$ cat src/include/ccpc_defs.svh
/*
 * constants of the card clock power control block: register offsets,
 * field positions, reset values and timing counts.
 * assumes: included by its bare name by the package and design files.
 */
`ifndef CCPC_DEFS_SVH
`define CCPC_DEFS_SVH

// register offsets (byte addresses)
`define CCPC_ADDR_W            8
`define CCPC_OFS_SKT_CTRL      8'h10
`define CCPC_OFS_PWR_CTRL      8'h20
`define CCPC_OFS_IRQ_STAT      8'h24
`define CCPC_OFS_IRQ_MASK      8'h28

// socket_clock_power_ctrl fields
`define CCPC_BIT_ACCESS        25
`define CCPC_BIT_MODE          24
`define CCPC_BIT_SEL_EN        16
`define CCPC_BIT_STOP_SLOW     0
// socket control field kept here
`define CCPC_BIT_IDLE_POLICY   7
// interrupt status and mask fields
`define CCPC_IRQ_W             2
`define CCPC_IRQ_ACCESS        0
`define CCPC_IRQ_MODE          1

// reset values
`define CCPC_PWR_RESET         32'h0000_0000
`define CCPC_ZERO32            32'h0000_0000
`define CCPC_IRQ_RESET         2'h0

// timing
`define CCPC_CLK_PERIOD_NS     4
`define CCPC_IDLE_NS           1000
`define CCPC_IDLE_CYCLES       ((`CCPC_IDLE_NS + `CCPC_CLK_PERIOD_NS - 1) / `CCPC_CLK_PERIOD_NS)
`define CCPC_IDLE_CNT_W        9
`define CCPC_SLOW_DIV          16
`define CCPC_DIV_CNT_W         4

`endif

$ cat src/include/ccpc_pkg.sv
/*
 * types of the card clock power control block.
 * assumes: ccpc_defs.svh sits in the include path.
 */
`include "ccpc_defs.svh"

package ccpc_pkg;

	// card clock drive modes
	typedef enum logic [1:0] {
		CCPC_CLK_RUN  = 2'h0,
		CCPC_CLK_SLOW = 2'h1,
		CCPC_CLK_STOP = 2'h2
	} ccpc_clk_mode_t;

	// idle state machine, gray along run -> wait -> reduced
	typedef enum logic [1:0] {
		CCPC_ST_RUN     = 2'h0,
		CCPC_ST_WAIT    = 2'h1,
		CCPC_ST_REDUCED = 2'h3
	} ccpc_state_t;

endpackage : ccpc_pkg

$ cat src/design/ccpc_sync.sv
/*
 * two flip-flop synchroniser for one level from outside the clk domain.
 * assumes: the input is a level or a slow clock, held for several clk cycles.
 */
`timescale 1ns/1ns

module ccpc_sync #(
	parameter logic RESET_VAL = 1'b0
) (
	// clock and reset
	input  wire logic clk,
	input  wire logic sys_rst,
	// level in and out
	input  wire logic async_in,
	output logic      sync_out
);

	logic meta_r;

	// first stage feeds only the second
	always_ff @(posedge clk or posedge sys_rst) begin
		if (sys_rst) begin
			meta_r   <= RESET_VAL;
			sync_out <= RESET_VAL;
		end else begin
			meta_r   <= async_in;
			sync_out <= meta_r;
		end
	end

endmodule : ccpc_sync

$ cat src/design/ccpc_clkdiv.sv
/*
 * card clock generator: follows the sampled source clock, divides it by
 * sixteen, or parks it low.
 * assumes: src_edge pulses once for every edge of the sampled source clock.
 */
`timescale 1ns/1ns

`include "ccpc_defs.svh"

module ccpc_clkdiv (
	// clock and reset
	input  wire logic                   clk,
	input  wire logic                   sys_rst,
	// source edges and mode
	input  wire logic                   src_edge,
	input  wire ccpc_pkg::ccpc_clk_mode_t mode,
	// card clock
	output logic                        card_clk_r
);
	import ccpc_pkg::*;

	logic [`CCPC_DIV_CNT_W-1:0] div_cnt_r;

	// divide count: one card clock half period per sixteen source edges
	always_ff @(posedge clk or posedge sys_rst) begin
		if (sys_rst) begin
			div_cnt_r <= '0;
		end else if (src_edge) begin
			if (mode == CCPC_CLK_SLOW) begin
				div_cnt_r <= div_cnt_r + `CCPC_DIV_CNT_W'(1);
			end else begin
				div_cnt_r <= '0;
			end
		end
	end

	// toggles only on source edges, so no runt pulse when modes change
	always_ff @(posedge clk or posedge sys_rst) begin
		if (sys_rst) begin
			card_clk_r <= 1'b0;
		end else if (src_edge) begin
			case (mode)
				CCPC_CLK_RUN: begin
					card_clk_r <= ~card_clk_r;
				end
				CCPC_CLK_SLOW: begin
					if (div_cnt_r == `CCPC_DIV_CNT_W'(`CCPC_SLOW_DIV - 1)) begin
						card_clk_r <= ~card_clk_r; // RULE6
					end
				end
				default: begin
					card_clk_r <= 1'b0; // RULE5
				end
			endcase
		end
	end

endmodule : ccpc_clkdiv

$ cat src/design/ccpc_top.sv
/*
 * card clock power control: the socket clock power control register, the
 * idle policy bit, interrupt status and mask, the idle state machine and
 * the card clock generator.
 * assumes: card_access pulses on clk for each card access; host_clk_stop_req
 * is a level on clk; card_busy_pin and cb_clk_src come from outside.
 */
// Chosen here: the plain strobed port.
//
// Behaviour
// RULE1: every access to the card sets the socket access flag, which reads 0 otherwise.
// RULE2: reading the power control register clears the socket access flag.
// RULE3: the clock mode flag reads 1 while the card clock is stopped or slowed, else 0.
// RULE4: stop or slow select acts only while the enable bit is 1; the enable resets to 0.
// RULE5: with stop or slow select at 0 an idle card clock is halted.
// RULE6: with stop or slow select at 1 an idle card clock runs at a sixteenth of its rate.
// RULE7: the clock is reduced only while the socket is idle.
// RULE8: all reserved bits of the register read as zero.
// RULE9: after reset the socket access flag reads 0.
// RULE10: the policy bit picks reducing on socket idle alone or only with host clock stop.
// RULE11: with the enable bit at 0 an idle clock is halted, not slowed.
`timescale 1ns/1ns

`include "ccpc_defs.svh"

module ccpc_top (
	// clock and reset
	input  wire logic                    clk,
	input  wire logic                    sys_rst,
	// register port
	input  wire logic [`CCPC_ADDR_W-1:0] reg_addr,
	input  wire logic [31:0]             reg_wdata,
	input  wire logic                    reg_wr,
	input  wire logic                    reg_rd,
	output logic      [31:0]             reg_rdata_r,
	// host side events
	input  wire logic                    card_access,
	input  wire logic                    host_clk_stop_req,
	// socket pins
	input  wire logic                    card_busy_pin,
	input  wire logic                    cb_clk_src,
	output logic                         card_clk,
	// interrupt
	output logic                         irq_r
);
	import ccpc_pkg::*;

	////////////////////////////////////////////////////////////////////////
	// declarations

	logic                        socket_access_flag_r;
	logic                        clock_mode_flag_r;
	logic                        clock_select_enable_r;
	logic                        stop_or_slow_select_r;
	logic                        idle_gate_policy_r;
	logic [`CCPC_IRQ_W-1:0]      irq_stat_r;
	logic [`CCPC_IRQ_W-1:0]      irq_mask_r;
	logic [`CCPC_IRQ_W-1:0]      irq_event;
	logic [`CCPC_IDLE_CNT_W-1:0] idle_cnt_r;
	ccpc_state_t                 state_r;
	ccpc_state_t                 state_nxt;
	ccpc_clk_mode_t              clk_mode;
	logic                        busy_s;
	logic                        src_s;
	logic                        src_d_r;
	logic                        src_edge;
	logic                        socket_idle;
	logic                        reduce_ok;
	logic                        idle_done;
	logic                        slow_sel;
	logic                        wr_pwr;
	logic                        wr_skt;
	logic                        wr_stat;
	logic                        wr_mask;
	logic                        rd_pwr;
	logic [31:0]                 pwr_view;
	logic                        mode_nxt;

	////////////////////////////////////////////////////////////////////////
	// pin sampling

	ccpc_sync #(
		.RESET_VAL (1'b0)
	) u_busy_sync (
		.clk      (clk),
		.sys_rst  (sys_rst),
		.async_in (card_busy_pin),
		.sync_out (busy_s)
	);

	ccpc_sync #(
		.RESET_VAL (1'b0)
	) u_src_sync (
		.clk      (clk),
		.sys_rst  (sys_rst),
		.async_in (cb_clk_src),
		.sync_out (src_s)
	);

	// edge finder reads the second stage only
	always_ff @(posedge clk or posedge sys_rst) begin
		if (sys_rst) begin
			src_d_r <= 1'b0;
		end else begin
			src_d_r <= src_s;
		end
	end

	assign src_edge = src_s ^ src_d_r;

	////////////////////////////////////////////////////////////////////////
	// register decode

	always_comb begin
		wr_pwr  = 1'b0;
		wr_skt  = 1'b0;
		wr_stat = 1'b0;
		wr_mask = 1'b0;
		rd_pwr  = 1'b0;
		if (reg_addr == `CCPC_OFS_PWR_CTRL) begin
			wr_pwr = reg_wr;
			rd_pwr = reg_rd;
		end else if (reg_addr == `CCPC_OFS_SKT_CTRL) begin
			wr_skt = reg_wr;
		end else if (reg_addr == `CCPC_OFS_IRQ_STAT) begin
			wr_stat = reg_wr;
		end else if (reg_addr == `CCPC_OFS_IRQ_MASK) begin
			wr_mask = reg_wr;
		end
	end

	////////////////////////////////////////////////////////////////////////
	// control bits

	always_ff @(posedge clk or posedge sys_rst) begin
		if (sys_rst) begin
			clock_select_enable_r <= 1'b0; // RULE4
			stop_or_slow_select_r <= 1'b0; // RULE5
		end else if (wr_pwr) begin
			clock_select_enable_r <= reg_wdata[`CCPC_BIT_SEL_EN];
			stop_or_slow_select_r <= reg_wdata[`CCPC_BIT_STOP_SLOW];
		end
	end

	always_ff @(posedge clk or posedge sys_rst) begin
		if (sys_rst) begin
			idle_gate_policy_r <= 1'b0;
		end else if (wr_skt) begin
			idle_gate_policy_r <= reg_wdata[`CCPC_BIT_IDLE_POLICY];
		end
	end

	// the select bit is ignored, not cleared, while disabled
	assign slow_sel = clock_select_enable_r & stop_or_slow_select_r; // RULE4 RULE11

	////////////////////////////////////////////////////////////////////////
	// socket access flag

	// a new access in the read cycle survives, so none is missed
	always_ff @(posedge clk or posedge sys_rst) begin
		if (sys_rst) begin
			socket_access_flag_r <= 1'b0; // RULE9
		end else if (card_access) begin
			socket_access_flag_r <= 1'b1; // RULE1
		end else if (rd_pwr) begin
			socket_access_flag_r <= 1'b0; // RULE2
		end
	end

	////////////////////////////////////////////////////////////////////////
	// idle detection

	assign socket_idle = ~busy_s & ~card_access;
	// policy 0 waits for the host clock to go down as well
	assign reduce_ok   = idle_gate_policy_r | host_clk_stop_req; // RULE10
	assign idle_done   = (idle_cnt_r == `CCPC_IDLE_CNT_W'(`CCPC_IDLE_CYCLES - 1));

	always_ff @(posedge clk or posedge sys_rst) begin
		if (sys_rst) begin
			idle_cnt_r <= '0;
		end else if (state_r != CCPC_ST_WAIT || !socket_idle) begin
			idle_cnt_r <= '0;
		end else if (!idle_done) begin
			idle_cnt_r <= idle_cnt_r + `CCPC_IDLE_CNT_W'(1);
		end
	end

	////////////////////////////////////////////////////////////////////////
	// idle state machine

	always_comb begin
		state_nxt = state_r;
		case (state_r)
			CCPC_ST_RUN: begin
				if (socket_idle && reduce_ok) begin
					state_nxt = CCPC_ST_WAIT;
				end
			end
			CCPC_ST_WAIT: begin
				if (!socket_idle || !reduce_ok) begin
					state_nxt = CCPC_ST_RUN;
				end else if (idle_done) begin
					state_nxt = CCPC_ST_REDUCED; // RULE7
				end
			end
			CCPC_ST_REDUCED: begin
				// any activity brings the full clock back at once
				if (!socket_idle || !reduce_ok) begin
					state_nxt = CCPC_ST_RUN; // RULE7
				end
			end
			default: begin
				state_nxt = CCPC_ST_RUN;
			end
		endcase
	end

	always_ff @(posedge clk or posedge sys_rst) begin
		if (sys_rst) begin
			state_r <= CCPC_ST_RUN;
		end else begin
			state_r <= state_nxt;
		end
	end

	always_comb begin
		if (state_r != CCPC_ST_REDUCED) begin
			clk_mode = CCPC_CLK_RUN;
		end else if (slow_sel) begin
			clk_mode = CCPC_CLK_SLOW; // RULE6
		end else begin
			clk_mode = CCPC_CLK_STOP; // RULE5 RULE11
		end
	end

	////////////////////////////////////////////////////////////////////////
	// card clock

	ccpc_clkdiv u_clkdiv (
		.clk        (clk),
		.sys_rst    (sys_rst),
		.src_edge   (src_edge),
		.mode       (clk_mode),
		.card_clk_r (card_clk)
	);

	assign mode_nxt = (state_nxt == CCPC_ST_REDUCED);

	always_ff @(posedge clk or posedge sys_rst) begin
		if (sys_rst) begin
			clock_mode_flag_r <= 1'b0;
		end else begin
			clock_mode_flag_r <= mode_nxt; // RULE3
		end
	end

	////////////////////////////////////////////////////////////////////////
	// interrupts

	assign irq_event[`CCPC_IRQ_ACCESS] = card_access;
	assign irq_event[`CCPC_IRQ_MODE]   = mode_nxt ^ clock_mode_flag_r;

	// write one to clear; a same-cycle event wins
	always_ff @(posedge clk or posedge sys_rst) begin
		if (sys_rst) begin
			irq_stat_r <= `CCPC_IRQ_RESET;
		end else if (wr_stat) begin
			irq_stat_r <= (irq_stat_r & ~reg_wdata[`CCPC_IRQ_W-1:0]) | irq_event;
		end else begin
			irq_stat_r <= irq_stat_r | irq_event;
		end
	end

	always_ff @(posedge clk or posedge sys_rst) begin
		if (sys_rst) begin
			irq_mask_r <= `CCPC_IRQ_RESET;
		end else if (wr_mask) begin
			irq_mask_r <= reg_wdata[`CCPC_IRQ_W-1:0];
		end
	end

	always_ff @(posedge clk or posedge sys_rst) begin
		if (sys_rst) begin
			irq_r <= 1'b0;
		end else begin
			irq_r <= |(irq_stat_r & irq_mask_r);
		end
	end

	////////////////////////////////////////////////////////////////////////
	// read data

	always_comb begin
		pwr_view                       = `CCPC_ZERO32; // RULE8
		pwr_view[`CCPC_BIT_ACCESS]     = socket_access_flag_r;
		pwr_view[`CCPC_BIT_MODE]       = clock_mode_flag_r;
		pwr_view[`CCPC_BIT_SEL_EN]     = clock_select_enable_r;
		pwr_view[`CCPC_BIT_STOP_SLOW]  = stop_or_slow_select_r;
	end

	// data stand for exactly the cycle after the read strobe
	always_ff @(posedge clk or posedge sys_rst) begin
		if (sys_rst) begin
			reg_rdata_r <= `CCPC_ZERO32;
		end else if (!reg_rd) begin
			reg_rdata_r <= `CCPC_ZERO32;
		end else if (reg_addr == `CCPC_OFS_PWR_CTRL) begin
			reg_rdata_r <= pwr_view; // RULE8
		end else if (reg_addr == `CCPC_OFS_SKT_CTRL) begin
			reg_rdata_r <= {24'h00_0000, idle_gate_policy_r, 7'h00};
		end else if (reg_addr == `CCPC_OFS_IRQ_STAT) begin
			reg_rdata_r <= {30'h0000_0000, irq_stat_r};
		end else if (reg_addr == `CCPC_OFS_IRQ_MASK) begin
			reg_rdata_r <= {30'h0000_0000, irq_mask_r};
		end else begin
			reg_rdata_r <= `CCPC_ZERO32;
		end
	end

endmodule : ccpc_top

$ cat config.mk
export PLATFORM = sky130hd
export DESIGN_NAME = ccpc_top
export DESIGN_NICKNAME = d
export VERILOG_FILES = /design/src/include/ccpc_pkg.sv /design/src/design/ccpc_sync.sv /design/src/design/ccpc_clkdiv.sv /design/src/design/ccpc_top.sv
export VERILOG_INCLUDE_DIRS = /design/src /design/src/include
export SDC_FILE = /design/constraint.sdc
export NUM_CORES = 1
export LEC_CHECK = 0
export ABC_AREA = 1
export BUFFER_PORTS_ARGS = -buffer_cell sky130_fd_sc_hd__buf_2
export CAP_MARGIN = 25
export CORE_ASPECT_RATIO = 1.25
export CORE_MARGIN = 5
export CORE_UTILIZATION = 43
export DETAILED_ROUTE_END_ITERATION = 6
export PLACE_DENSITY = 0.84
export SLEW_MARGIN = 20
export SYNTH_ARGS = -nofsm -noshare
export SYNTH_HDL_FRONTEND = slang
export SYNTH_SLANG_ARGS = --single-unit
$ cat constraint.sdc
create_clock -name clk -period 1.2 [get_ports clk]
set_input_delay 0.18 -clock clk [delete_from_list [all_inputs] [get_ports clk]]
set_output_delay 0.18 -clock clk [all_outputs]
set_load 0.005 [all_outputs]
Yosys cells after proc, flatten, opt, wreduce, memory -nomap -nowiden

Cells that the tools add are included.

Register bits: 63
Output and inout bits: 34
Word-level logic and storage cells: 88

Add/subtract/negate cells: 2
Equal/unequal tests: 14
Muxes and demuxes: 31
Bitwise logic cells: 13
Reduce and logical (&&, ||, !) cells: 10

Operators with widths:

| cell                | number |
|---|---|
| $mux 26             | 2 |
| $eq 8x6->1 const B  | 3 |
| $mux 2              | 9 |
| $mux 9              | 2 |
| $mux 1              | 14 |
| $add 9x1->9 const B | 1 |
| $eq 9x8->1 const B  | 1 |
| $eq 8x5->1 const B  | 1 |
| $mux 8              | 1 |
| $pmux 2 s3          | 1 |
| $add 4x1->4 const B | 1 |
| $and 2x2->2         | 2 |
| $eq 2x1->1 const B  | 2 |
| $eq 2x2->1 const B  | 2 |
| $eq 4x4->1 const B  | 1 |
| $logic_not 2->1     | 2 |
| $mux 4              | 1 |
| $ne 2x1->1 const B  | 2 |
| $ne 2x2->1 const B  | 2 |
| $or 2x2->2          | 2 |
| $not 1->1           | 3 |
| $and 1x1->1         | 2 |
| $logic_not 1->1     | 2 |
| $logic_or 1x1->1    | 2 |
| other kinds (8)     | 9 |

Depth between registers and ports, before layout

Gate-level depths: netlist (run 1).

Depth in word-level cells: 10
Mapped depth: 9

Modules after synthesis

Synthesis (run 1) repeated with hierarchy kept, for this count alone.

Cells, all modules: 243
Area total of the unflattened synthesis: 1971.9 um^2

Modules (own cells, without submodules):

| module      | times used | cells an instance | area each (um^2) | seq. area each (um^2) |
|---|---|---|---|---|
| ccpc_top    | 1          | 199               | 1594.0           | 700.7 |
| ccpc_clkdiv | 1          | 38                | 270.3            | 125.1 |
| ccpc_sync   | 2          | 3                 | 53.8             | 50.0 |

Worst setup path before layout (run 1)

OpenSTA, ideal clock, no wires.

Path kind: register to register
Start: reg idle_cnt_r[0]
End: reg idle_cnt_r[4]
Setup time: 120 ps
Data arrival time: 1081 ps
Required time: 1080 ps
Slack: 0 ps
Cell stages (with the launch flop): 7
Path through: dfrtp_1 > ha_1 > nand2_1 > nor2_1 > or2_2 > nand2_1 > nor2_1

Word-level cells in the longest chain between the ends: 3

Ends and longest elaborated chain:

| what                   | RTL line        | text |
|---|---|---|
| start, declared        | ccpc_top.sv:59  | `` logic [`CCPC_IDLE_CNT_W-1:0] idle_cnt_r; `` |
| start signal, assigned | ccpc_top.sv:184 | `` idle_cnt_r <= idle_cnt_r + `CCPC_IDLE_CNT_W'(1); `` |
| $add 9x1->9            | ccpc_top.sv:184 |  |
| $mux 9                 | ccpc_top.sv:183 | `end else if (!idle_done) begin` |
| $mux 9                 | ccpc_top.sv:181 | `end else if (state_r != CCPC_ST_WAIT \|\| !socket_idle) begin` |

Parallel ways exist; a longest one is shown, timed or not. The select of a mux whose other input is x is not followed.
A chain may end at the register's enable or synchronous reset.

Final worst setup path (run 1)

Start: reg idle_cnt_r[1]
End: reg idle_cnt_r[4]

Same word-level chain as after synthesis.

==> impl_metrics.json, run 1 <==
{
  "synth_area_mm2": 0.001966,
  "final_nets": 317,
  "hpwl_mm": 2.663,
  "hold_violations": 0,
  "clockBufferDepth": 2,
  "io_pins": 82,
  "grt-ovfl-total": 0,
  "synthArstFlopShare_pct": 100.0,
  "synth-seq-cells": 37,
  "cts-root-buf": "clkbuf_8",
  "required_ns": 1.37,
  "cp.arrival_ns": 1.46,
  "finalWorstSetupSlack_ns": -0.09663,
  "synth_edf_count": 0,
  "drtAntennaViolNets": 0,
  "grt_max_degree": 38,
  "grt_pass1_vias": 1392,
  "syn_area_per_cell_um2": 8.815,
  "fmax_mhz": 771.2,
  "place_ws_ns": -0.07772,
  "finalSetupViolCount": 5,
  "drive_gt1_share_pct": 31.09,
  "ys_warn_count": 0,
  "peakVddDrop_uv": 764.6,
  "critPathMaxFanout": 4,
  "synth.largest_area_cell": "dfrtp_1",
  "power_leakage_nw": 1.226,
  "fin_util_pct": 52.93,
  "period_minus_slack_ns": 1.297,
  "netlist_instances": 223,
  "skew_ns": 0.005042,
  "violations": "negative setup slack",
  "die_w_um": 70.48,
  "wl_mm": 3.616,
  "critical-path-max-stage-delay_ns": 0.43,
  "grt.total_usage_pct": 12.07,
  "status": "finished, violations left",
  "cts_tree": "done",
  "grt_pass1_wl_mm": 5.899,
  "io_buffer_count": 27,
  "syn_to_final_growth_pct": 19.16,
  "drtIter0Drc": 31,
  "num_vias": 1475,
  "start_kind": "flip-flop",
  "final-max-slew-violation-count": 0,
  "endpoint_kind": "flip-flop",
  "start_util_pct": 44.42,
  "core_mm2": 0.004425,
  "period_share_pct": 108.1,
  "drc_errors": 0,
  "antenna_found_initial": 0,
  "fin_tns_setup_ns": -0.2745,
  "cts_buffers": 5,
  "die_area_mm2": 0.006032,
  "hold_slack_ns": 0.1200,
  "yosysSeqAreaShare_pct": 47.10,
  "clk-insertion-delay-late_ns": 0.28,
  "die_height_um": 85.59,
  "min_path_type": "in2reg",
  "placed_area_mm2": 0.002110,
  "gp_congestion": 0.7847,
  "htreeDepth": 2,
  "synthTopCellsByArea": "dfrtp_1 (47%), buf_4 (9.9%), nand2_1 (6.1%)",
  "p_per_area_mw_per_mm2": 1050,
  "drtPass1Iterations": 4,
  "critical_path_class": "reg2reg",
  "synth_cell_types": 29,
  "rsz0062_at_grt": "true",
  "synth_top_area_share_pct": 47.10,
  "slowest_stage": "dfrtp_2",
  "num-fill-cells": 416,
  "rows": 27,
  "design_area_mm2": 0.002342,
  "routedWlPerCell_um": 11.13,
  "vias_per_cell": 4.538,
  "path_clk_slew_ns": 0.07,
  "diodes": 0,
  "yosys_most_used_dff": "dfrtp_1",
  "drv_cap": 0,
  "cp_cell_sequence": "buf_4 > ha_4 > nand2_4 > nor2_4 > or2_4 > nand2_1 > nor2_1",
  "numClockSinks": 37
}
==> worst max-delay path: cells and delay by family (launching register included) <==
family                   cells  cell delay [ns]
buffers and inverters        1             0.15
flip-flops                   1             0.43
AND/OR/NAND/NOR              5             0.43
adder cells (fa/ha/maj)      1             0.16
==> per-layer routing <==
| metal | wire, um | track usage (%) |
|---|---|---|
| met1 | 1387 | 13.10 |
| met3 | 203 | 2.814 |
| met4 | 70 | 5.226 |
| met2 | 1955 | 22.15 |
| met5 | 0 | 0 |
==> cells by family (layout without fill, tap and decap cells) <==
group	count (synthesis)	count (layout)	share of synthesized area [%]
adders and majority gates	3	3	1.910
xor gates and xnor gates	4	4	2.165
other	1	26	0.1908
AOI/OAI and AO/OA	22	22	6.365
buffers and inverters	59	78	16.23
DFF	37	37	47.10
and+or+nand+nor	97	97	26.03
==> per-stage QoR <==
step	total power [mW]	instances
after CTS	2.482	322
after global routing	2.572	325
final	2.460	325
after global placement	1.520	310
after floorplan	1.501	248
after detailed placement	1.525	310
==> Yosys cell counts, types with 2 or more instances <==
master   count
nor2_4       3
xor2_1       3
nand2_2      9
nor3_4       2
a21oi_1      3
dfrtp_1     37
nor2_1      19
inv_2        3
buf_4       26
nor3_1       2
nand3_1     19
or2_2        2
ha_1         3
inv_1       30
o21ai_1      5
nand4_1      3
nand2_1     32
nor2_2       3
o21ai_0      9
==> path summary, 6_finish.rpt <==
| check | from | end | slack, ns | cells past startpoint |
|---|---|---|---|---|
| setup / recovery | idle_cnt_r[1]$_DFFE_PP0P_ | idle_cnt_r[4]$_DFFE_PP0P_ | -0.1 | 7 |
| hold / removal | card_access | irq_stat_r[0]$_DFF_PP0_ | 0.12 | 3 |
| setup reg to reg | idle_cnt_r[1]$_DFFE_PP0P_ | idle_cnt_r[4]$_DFFE_PP0P_ | -0.1 | 7 |
| hold reg to reg | u_busy_sync.meta_r$_DFF_PP0_ | u_busy_sync.sync_out$_DFF_PP0_ | 0.35 | 0 |
| max in group asynchronous | sys_rst | idle_cnt_r[0]$_DFFE_PP0P_ | 0.51 | 4 |
| min in group asynchronous | sys_rst | reg_rdata_r[7]$_DFF_PP0_ | 0.50 | 4 |
==> flip-flops by register name, summed over array words and instances, names as in the netlist, 2 cells and up <==
| register | cells |
|---|---|
| reg_rdata_r | 6 |
| idle_cnt_r | 9 |
| u_clkdiv.div_cnt_r | 4 |
| irq_mask_r | 2 |
| irq_stat_r | 2 |
| state_r | 2 |
==> report_power, final <==
| part | switching [mW] | total (mW) | internal, mW |
|---|---|---|---|
| Combinational | 0.132 | 0.218 | 0.0864 |
| Clock | 0.422 | 0.941 | 0.519 |
| Sequential | 0.0243 | 1.30 | 1.28 |
| Total | 0.578 | 2.46 | 1.88 |
==> cell type report <==
cell class / instances / area (um^2) / share of cell area, %
sequential: 37 / 928.4 / 39.64
multi-input combinational: 152 / 883.3 / 37.71
clock buffer: 7 / 96.34 / 4.113
clock inverter: 1 / 5.005 / 0.2137
tap: 58 / 72.57 / 3.098
inverter: 33 / 126.4 / 5.395
timing repair buffer: 37 / 230.2 / 9.829
==> placed cells by master, fill, tap and decap left out, drive strengths merged, types with 3 or more instances in the layout <==
| cell | Yosys | routed |
|---|---|---|
| dfrtp | 37 | 37 |
| nand4 | 4 | 4 |
| xor2 | 4 | 4 |
| o21ai | 15 | 15 |
| dlygate4sd3 | 0 | 3 |
| buf | 26 | 34 |
| ha | 3 | 3 |
| clkbuf | 0 | 7 |
| inv | 33 | 33 |
| a21oi | 3 | 3 |
| nand3 | 20 | 20 |
| nand2 | 41 | 41 |
| nor3 | 4 | 4 |
| nor2 | 26 | 26 |
| conb | 1 | 26 |
==> timing repair <==
| action | 4_1_cts | 5_1_grt |
|---|---|---|
| setup endpoints to repair | 4 | 13 |
| endpoints found under the hold margin | 39 | 0 |
| gates resized for setup | 4 | 17 |
| hold buffers | 3 | 0 |
| gates cloned | 0 | 0 |
| pin swaps | 0 | 6 |
| setup buffers | 1 | 3 |
Note: power is estimated with default switching activity, not from simulation.
==> inputs of run 2 (changes only) <==
--- a/config.mk
+++ b/config.mk
@@ -9,12 +9,15 @@
 export ABC_AREA = 1
 export BUFFER_PORTS_ARGS = -buffer_cell sky130_fd_sc_hd__buf_2
 export CAP_MARGIN = 25
+export CELL_PAD_IN_SITES_DETAIL_PLACEMENT = 1
+export CELL_PAD_IN_SITES_GLOBAL_PLACEMENT = 1
 export CORE_ASPECT_RATIO = 1.25
 export CORE_MARGIN = 5
-export CORE_UTILIZATION = 43
+export CORE_UTILIZATION = 30
 export DETAILED_ROUTE_END_ITERATION = 6
-export PLACE_DENSITY = 0.84
+export PLACE_DENSITY = 0.83
 export SLEW_MARGIN = 20
 export SYNTH_ARGS = -nofsm -noshare
 export SYNTH_HDL_FRONTEND = slang
+export SYNTH_HIERARCHICAL = 1
 export SYNTH_SLANG_ARGS = --single-unit
==> impl_metrics.json, run 2 <==
{
  "skew_ns": 0.007314,
  "finalWorstSetupSlack_ns": -0.02430,
  "ys_warn_count": 6,
  "synth_top_family_by_area": "simple AND/OR/NAND/NOR gates",
  "drive_gt1_share_pct": 29.37,
  "grt.total_usage_pct": 11.23,
  "fin_cells": 373,
  "cp.arrival_ns": 1.39,
  "drtAntennaViolNets": 0,
  "total_power_mw": 2.322,
  "vias_per_cell": 4.131,
  "clockBufferDepth": 2,
  "period_share_pct": 102.0,
  "synth_edf_count": 0,
  "gp_congestion": 0.7312,
  "io_pins": 82,
  "status": "finished, violations left",
  "die_height_um": 100.6,
  "finalSetupViolCount": 5,
  "syn_area_per_cell_um2": 8.115,
  "routedWlPerCell_um": 11.45,
  "critPathMaxFanout": 3,
  "final-max-slew-violation-count": 0,
  "busiest_layer": "met2",
  "yosys.area_share.xor_xnor_pct": 0.8883,
  "drtIter0Drc": 16,
  "die_area_mm2": 0.008305,
  "endpoint_kind": "flip-flop",
  "core_mm2": 0.006482,
  "reg2reg_depth": 9,
  "synth-seq-cells": 37,
  "io_buffer_count": 27,
  "yosysSeqAreaShare_pct": 46.95,
  "synth_fa_ha_area_share_pct": 1.904,
  "whs_endpoint": "reg_rdata_r[0]$_DFF_PP0_",
  "use_met1_pct": 12.51,
  "clk-insertion-delay-late_ns": 0.28,
  "fmax_mhz": 816.8,
  "synth_common_cells": "nand2_1 (51), inv_1 (39), dfrtp_1 (37)",
  "antenna_found_initial": 0,
  "p_per_area_mw_per_mm2": 984.6,
  "cts_tree": "done",
  "start_kind": "flip-flop",
  "fin_tns_setup_ns": -0.06300,
  "hp-start": "reg_rd",
  "hpwl_mm": 3.442,
  "final_nets": 338,
  "grtUsageMet3_pct": 1.878,
  "synth_area_mm2": 0.001972,
  "drv_cap": 0,
  "drc_errors": 0,
  "fin_util_pct": 36.38,
  "largest_reg_flops": 9,
  "largest_register": "idle_cnt_r",
  "path_clk_slew_ns": 0.07,
  "ff2ff_setup_slack_ns": -0.02,
  "start_util_pct": 30.42,
  "htreeDepth": 2,
  "rsz0062_at_grt": "true",
  "synth_cell_types": 27,
  "synth_top_area_share_pct": 46.95,
  "place_ws_ns": -0.1317,
  "grt_pass1_vias": 1705,
  "rr_startpoint": "idle_cnt_r[1]$_DFFE_PP0P_",
  "syn_to_final_growth_pct": 19.61,
  "cts-root-buf": "clkbuf_8",
  "violations": "negative setup slack",
  "yosys.area_share.simple_pct": 25.06,
  "cts_buffers": 5,
  "layout_commonest_cell": "nand2_1",
  "diodes": 0,
  "synth_compound_area_share_pct": 6.853,
  "synthMuxAreaShare_pct": 0,
  "rr_endpoint": "irq_stat_r[1]$_DFF_PP0_",
  "worstHoldPathCells": 3,
  "numClockSinks": 37,
  "synthArstFlopShare_pct": 100.0,
  "placedCellCount": 361,
  "power_leakage_nw": 1.248,
  "period_minus_slack_ns": 1.224,
  "peakVddDrop_uv": 624.7,
  "yosys_most_used_dff": "dfrtp_1",
  "grt-ovfl-total": 0,
  "grt_util_met2_pct": 20.43,
  "num-fill-cells": 790,
  "synth.largest_area_cell": "dfrtp_1",
  "grt_pass1_wl_mm": 7.341,
  "num_vias": 1541,
  "synthTopCellsByArea": "dfrtp_1 (47%), buf_4 (9.9%), nand2_1 (9.7%)",
  "drtPass1Iterations": 4,
  "final_cell_mix": "nand2_1 (44), dfrtp_1 (36), inv_1 (33)",
  "rows": 33,
  "required_ns": 1.37,
  "wl_mm": 4.270,
  "die_w_um": 82.52,
  "min_path_type": "in2reg",
  "netlist_instances": 243,
  "critical_path_class": "reg2reg",
  "largestRegisters": "idle_cnt_r: 9 flops, reg_rdata_r: 6 flops, u_clkdiv/div_cnt_r: 4 flops",
  "grt_max_degree": 29,
  "synth_most_common_cell": "nand2_1",
  "hold_violations": 0
}
## run 2: worst max-delay path by stage
| stage | start | endpoint | slack (ns) |
|---|---|---|---|
| 2_1_floorplan | src_d_r$_DFF_PP0_ | u_clkdiv/div_cnt_r[3]$_DFFE_PP0P_ | 0.04 |
| 6_report | idle_cnt_r[1]$_DFFE_PP0P_ | irq_stat_r[1]$_DFF_PP0_ | -0.02 |
| 4_1_cts | idle_cnt_r[1]$_DFFE_PP0P_ | irq_stat_r[1]$_DFF_PP0_ | -0.09 |
| 3_3_place_gp | idle_cnt_r[0]$_DFFE_PP0P_ | idle_cnt_r[6]$_DFFE_PP0P_ | -0.08 |
| 5_1_grt | idle_cnt_r[1]$_DFFE_PP0P_ | idle_cnt_r[0]$_DFFE_PP0P_ | -0.12 |
| 3_5_place_dp | idle_cnt_r[0]$_DFFE_PP0P_ | idle_cnt_r[6]$_DFFE_PP0P_ | -0.13 |
## run 2: kinds of logic (layout without fill, tap and decap cells)
group / count (synthesis) / count (layout)
adder cells (fa/ha/maj): 3 / 3
XOR/XNOR: 2 / 2
buffers and inverters: 69 / 87
AO/OA/AOI/OAI: 24 / 24
AND/OR/NAND/NOR: 107 / 107
flip-flops: 37 / 37
other: 1 / 26
## run 2: report_power, final
| group | internal [mW] | switching (mW) | total (mW) |
|---|---|---|---|
| sequential | 1.28 | 0.0230 | 1.30 |
| clock | 0.382 | 0.414 | 0.796 |
| combinational | 0.0854 | 0.141 | 0.226 |
## run 2: repair_timing
item                                    CTS  global route
gates resized for setup                  11            18
setup buffers                             1             2
hold endpoints to repair                 11             0
pin swaps                                 6             3
hold buffers                              3             0
endpoints found under the setup margin   10            15
## run 2: area by class of cell
type / instances / area (um^2) / area share (%)
clock inverters: 1 / 5.005 / 0.2122
clock buffers: 5 / 68.82 / 2.918
well taps: 87 / 108.9 / 4.615
flip-flops and latches: 37 / 927.1 / 39.31
multi-input cells: 162 / 854.6 / 36.23
inverters: 42 / 157.7 / 6.684
repair buffers: 39 / 236.5 / 10.03
## run 2: through the flow
step | hold slack, ns | area, um^2
after floorplan | -0.07882 | 2066
after detailed placement | 0.07448 | 2155
after global placement | 0.07282 | 2155
final | 0.1271 | 2359
after CTS | 0.1181 | 2298
after global routing | 0.1428 | 2359
## run 2: critical path, cell delays in order, from the launching register on
cell	delay, ns
dfrtp_1	0.41
inv_2	0.09
ha_4	0.12
nand2_2	0.05
nor2_2	0.09
nand2_2	0.09
nand2_2	0.09
nand2_2	0.06
nand2_1	0.06
nand3_1	0.06
## run 2: routing by layer
layer  up-vias  routed length [um]
li1        769                   -
met1       725                1669
met2        41                2297
met3         6                 237
met4         0                  65
met5         -                   0
==> inputs of run 3 (changes only) <==
--- a/config.mk
+++ b/config.mk
@@ -7,14 +7,14 @@
 export NUM_CORES = 1
 export LEC_CHECK = 0
 export ABC_AREA = 1
-export BUFFER_PORTS_ARGS = -buffer_cell sky130_fd_sc_hd__buf_2
 export CAP_MARGIN = 25
 export CELL_PAD_IN_SITES_DETAIL_PLACEMENT = 1
 export CELL_PAD_IN_SITES_GLOBAL_PLACEMENT = 1
 export CORE_ASPECT_RATIO = 1.25
 export CORE_MARGIN = 5
-export CORE_UTILIZATION = 30
+export CORE_UTILIZATION = 40
 export DETAILED_ROUTE_END_ITERATION = 6
+export DONT_BUFFER_PORTS = 1
 export PLACE_DENSITY = 0.83
 export SLEW_MARGIN = 20
 export SYNTH_ARGS = -nofsm -noshare
==> impl_metrics.json, run 3 (synthesized netlist as in run 2, its figures left out) <==
{
  "largest_register": "idle_cnt_r",
  "min_path_type": "in2reg",
  "placed_area_mm2": 0.001986,
  "core_mm2": 0.004765,
  "grt_pass1_wl_mm": 6.796,
  "routedWlPerCell_um": 13.15,
  "grt_pass1_vias": 1581,
  "cp-startpoint": "idle_cnt_r[0]$_DFFE_PP0P_",
  "required_ns": 1.44,
  "largest_reg_flops": 9,
  "endpoint_kind": "flip-flop",
  "hold_violations": 0,
  "final_nets": 317,
  "drtPass1Iterations": 4,
  "die_w_um": 72.80,
  "critPathMaxFanout": 4,
  "wl_mm": 4.299,
  "cts_buffers": 5,
  "period_minus_slack_ns": 1.231,
  "start_util_pct": 41.39,
  "cp.arrival_ns": 1.47,
  "cts_tree": "done",
  "start_kind": "flip-flop",
  "clk-insertion-delay-late_ns": 0.29,
  "design_area_mm2": 0.002300,
  "vias_per_cell": 4.593,
  "io_pins": 82,
  "power_leakage_nw": 1.173,
  "rows": 28,
  "violations": "negative setup slack",
  "hp-start": "reg_rd",
  "grt-ovfl-total": 0,
  "drtAntennaViolNets": 0,
  "final_cell_mix": "nand2_1 (42), dfrtp_1 (36), inv_1 (35)",
  "critical_path_class": "reg2reg",
  "drive_gt1_share_pct": 25.09,
  "grt_max_degree": 28,
  "gp_congestion": 0.7877,
  "drc_errors": 0,
  "drv_cap": 0,
  "num_vias": 1502,
  "io_buffer_count": 0,
  "fmax_mhz": 812.4,
  "die_height_um": 88.50,
  "path_clk_slew_ns": 0.07,
  "rr_startpoint": "idle_cnt_r[0]$_DFFE_PP0P_",
  "finalSetupViolCount": 4,
  "status": "finished, violations left",
  "drtIter0Drc": 48,
  "peakVddDrop_uv": 786.5,
  "finalWorstSetupSlack_ns": -0.03091,
  "clockBufferDepth": 2,
  "final-max-slew-violation-count": 0,
  "layout_commonest_cell": "nand2_1",
  "antenna_found_initial": 0,
  "diodes": 0,
  "fin_util_pct": 48.27,
  "largestRegisters": "idle_cnt_r: 9 flops, reg_rdata_r: 6 flops, u_clkdiv/div_cnt_r: 4 flops",
  "numClockSinks": 37,
  "die_area_mm2": 0.006443,
  "rsz0062_at_grt": "true",
  "syn_to_final_growth_pct": 16.62,
  "grt.total_usage_pct": 13.75,
  "period_share_pct": 102.6,
  "cts-root-buf": "clkbuf_8",
  "p_per_area_mw_per_mm2": 1109,
  "skew_ns": 0.007365,
  "htreeDepth": 2,
  "hpwl_mm": 3.147
}
[run 3: cell types whose count changed in the layout (fill, tap and decap cells not counted), sizes merged]
cell    previous run  this run
clkbuf             5         6
buf               36        15
bufinv             0         1
[run 3: area by class of cell]
| cell class | count | area, um^2 |
|---|---|---|
| Clock buffer | 6 | 72.57 |
| Sequential cell | 37 | 927.1 |
| Inverter | 42 | 157.7 |
| Timing Repair Buffer | 18 | 142.6 |
| Tap cell | 60 | 75.07 |
| Fill cell | 602 | 2465 |
| Multi-Input combinational cell | 162 | 885.9 |
| Clock inverter | 2 | 38.79 |
[run 3: worst paths after layout]
path                                                 end  slack, ns  depth (start not counted)
setup reg to reg               idle_cnt_r[2]$_DFFE_PP0P_      -0.03                          8
max in group asynchronous      idle_cnt_r[0]$_DFFE_PP0P_       0.40                          3
min in group asynchronous  u_src_sync/sync_out$_DFF_PP0_       0.25                          2
hold / removal                  reg_rdata_r[0]$_DFF_PP0_       0.01                          2
setup / recovery               idle_cnt_r[2]$_DFFE_PP0P_      -0.03                          8
hold reg to reg            u_src_sync/sync_out$_DFF_PP0_       0.36                          0
[run 3: repair_timing]
item	CTS	global route
hold buffers	3	0
pin swaps	6	10
hold endpoints to repair	39	0
setup endpoints to repair	8	14
setup buffers	3	6
resized for setup	10	25
cloned	0	0
[run 3: routing by layer]
metal	share of wire (%)	GRT usage, %
met5	0	0
met4	2.3	6.040
met3	7.4	6.023
met2	52	23.40
met1	39	14.72
[run 3: metrics by stage]
step	power (mW)	worst slack, ns	hold WS [ns]	TNS, ns	std cells
after floorplan	1.501	0.04276	-0.07882	0	268
after global placement	1.471	-0.07367	-0.07660	-0.1828	307
after detailed placement	1.479	-0.1177	-0.07269	-0.4229	307
after CTS	2.572	-0.04497	0.002745	-0.1539	321
after global routing	2.671	-0.1435	0.01023	-1.066	327
final	2.551	-0.03091	0.009963	-0.07106	327
[run 3: power breakdown]
group / internal, mW / total, mW / switching (mW)
logic: 0.0545 / 0.172 / 0.117
clock network: 0.624 / 1.08 / 0.451
registers: 1.28 / 1.30 / 0.0273
total: 1.95 / 2.55 / 0.596
[run 3: critical path, stage by stage, from the launching register on]
cell	delay (ns)
dfrtp_2	0.46
ha_4	0.18
nand2_2	0.06
nor2_2	0.04
nand2_2	0.09
inv_2	0.06
o21ai_0	0.17
nand2_1	0.07
inv_1	0.05
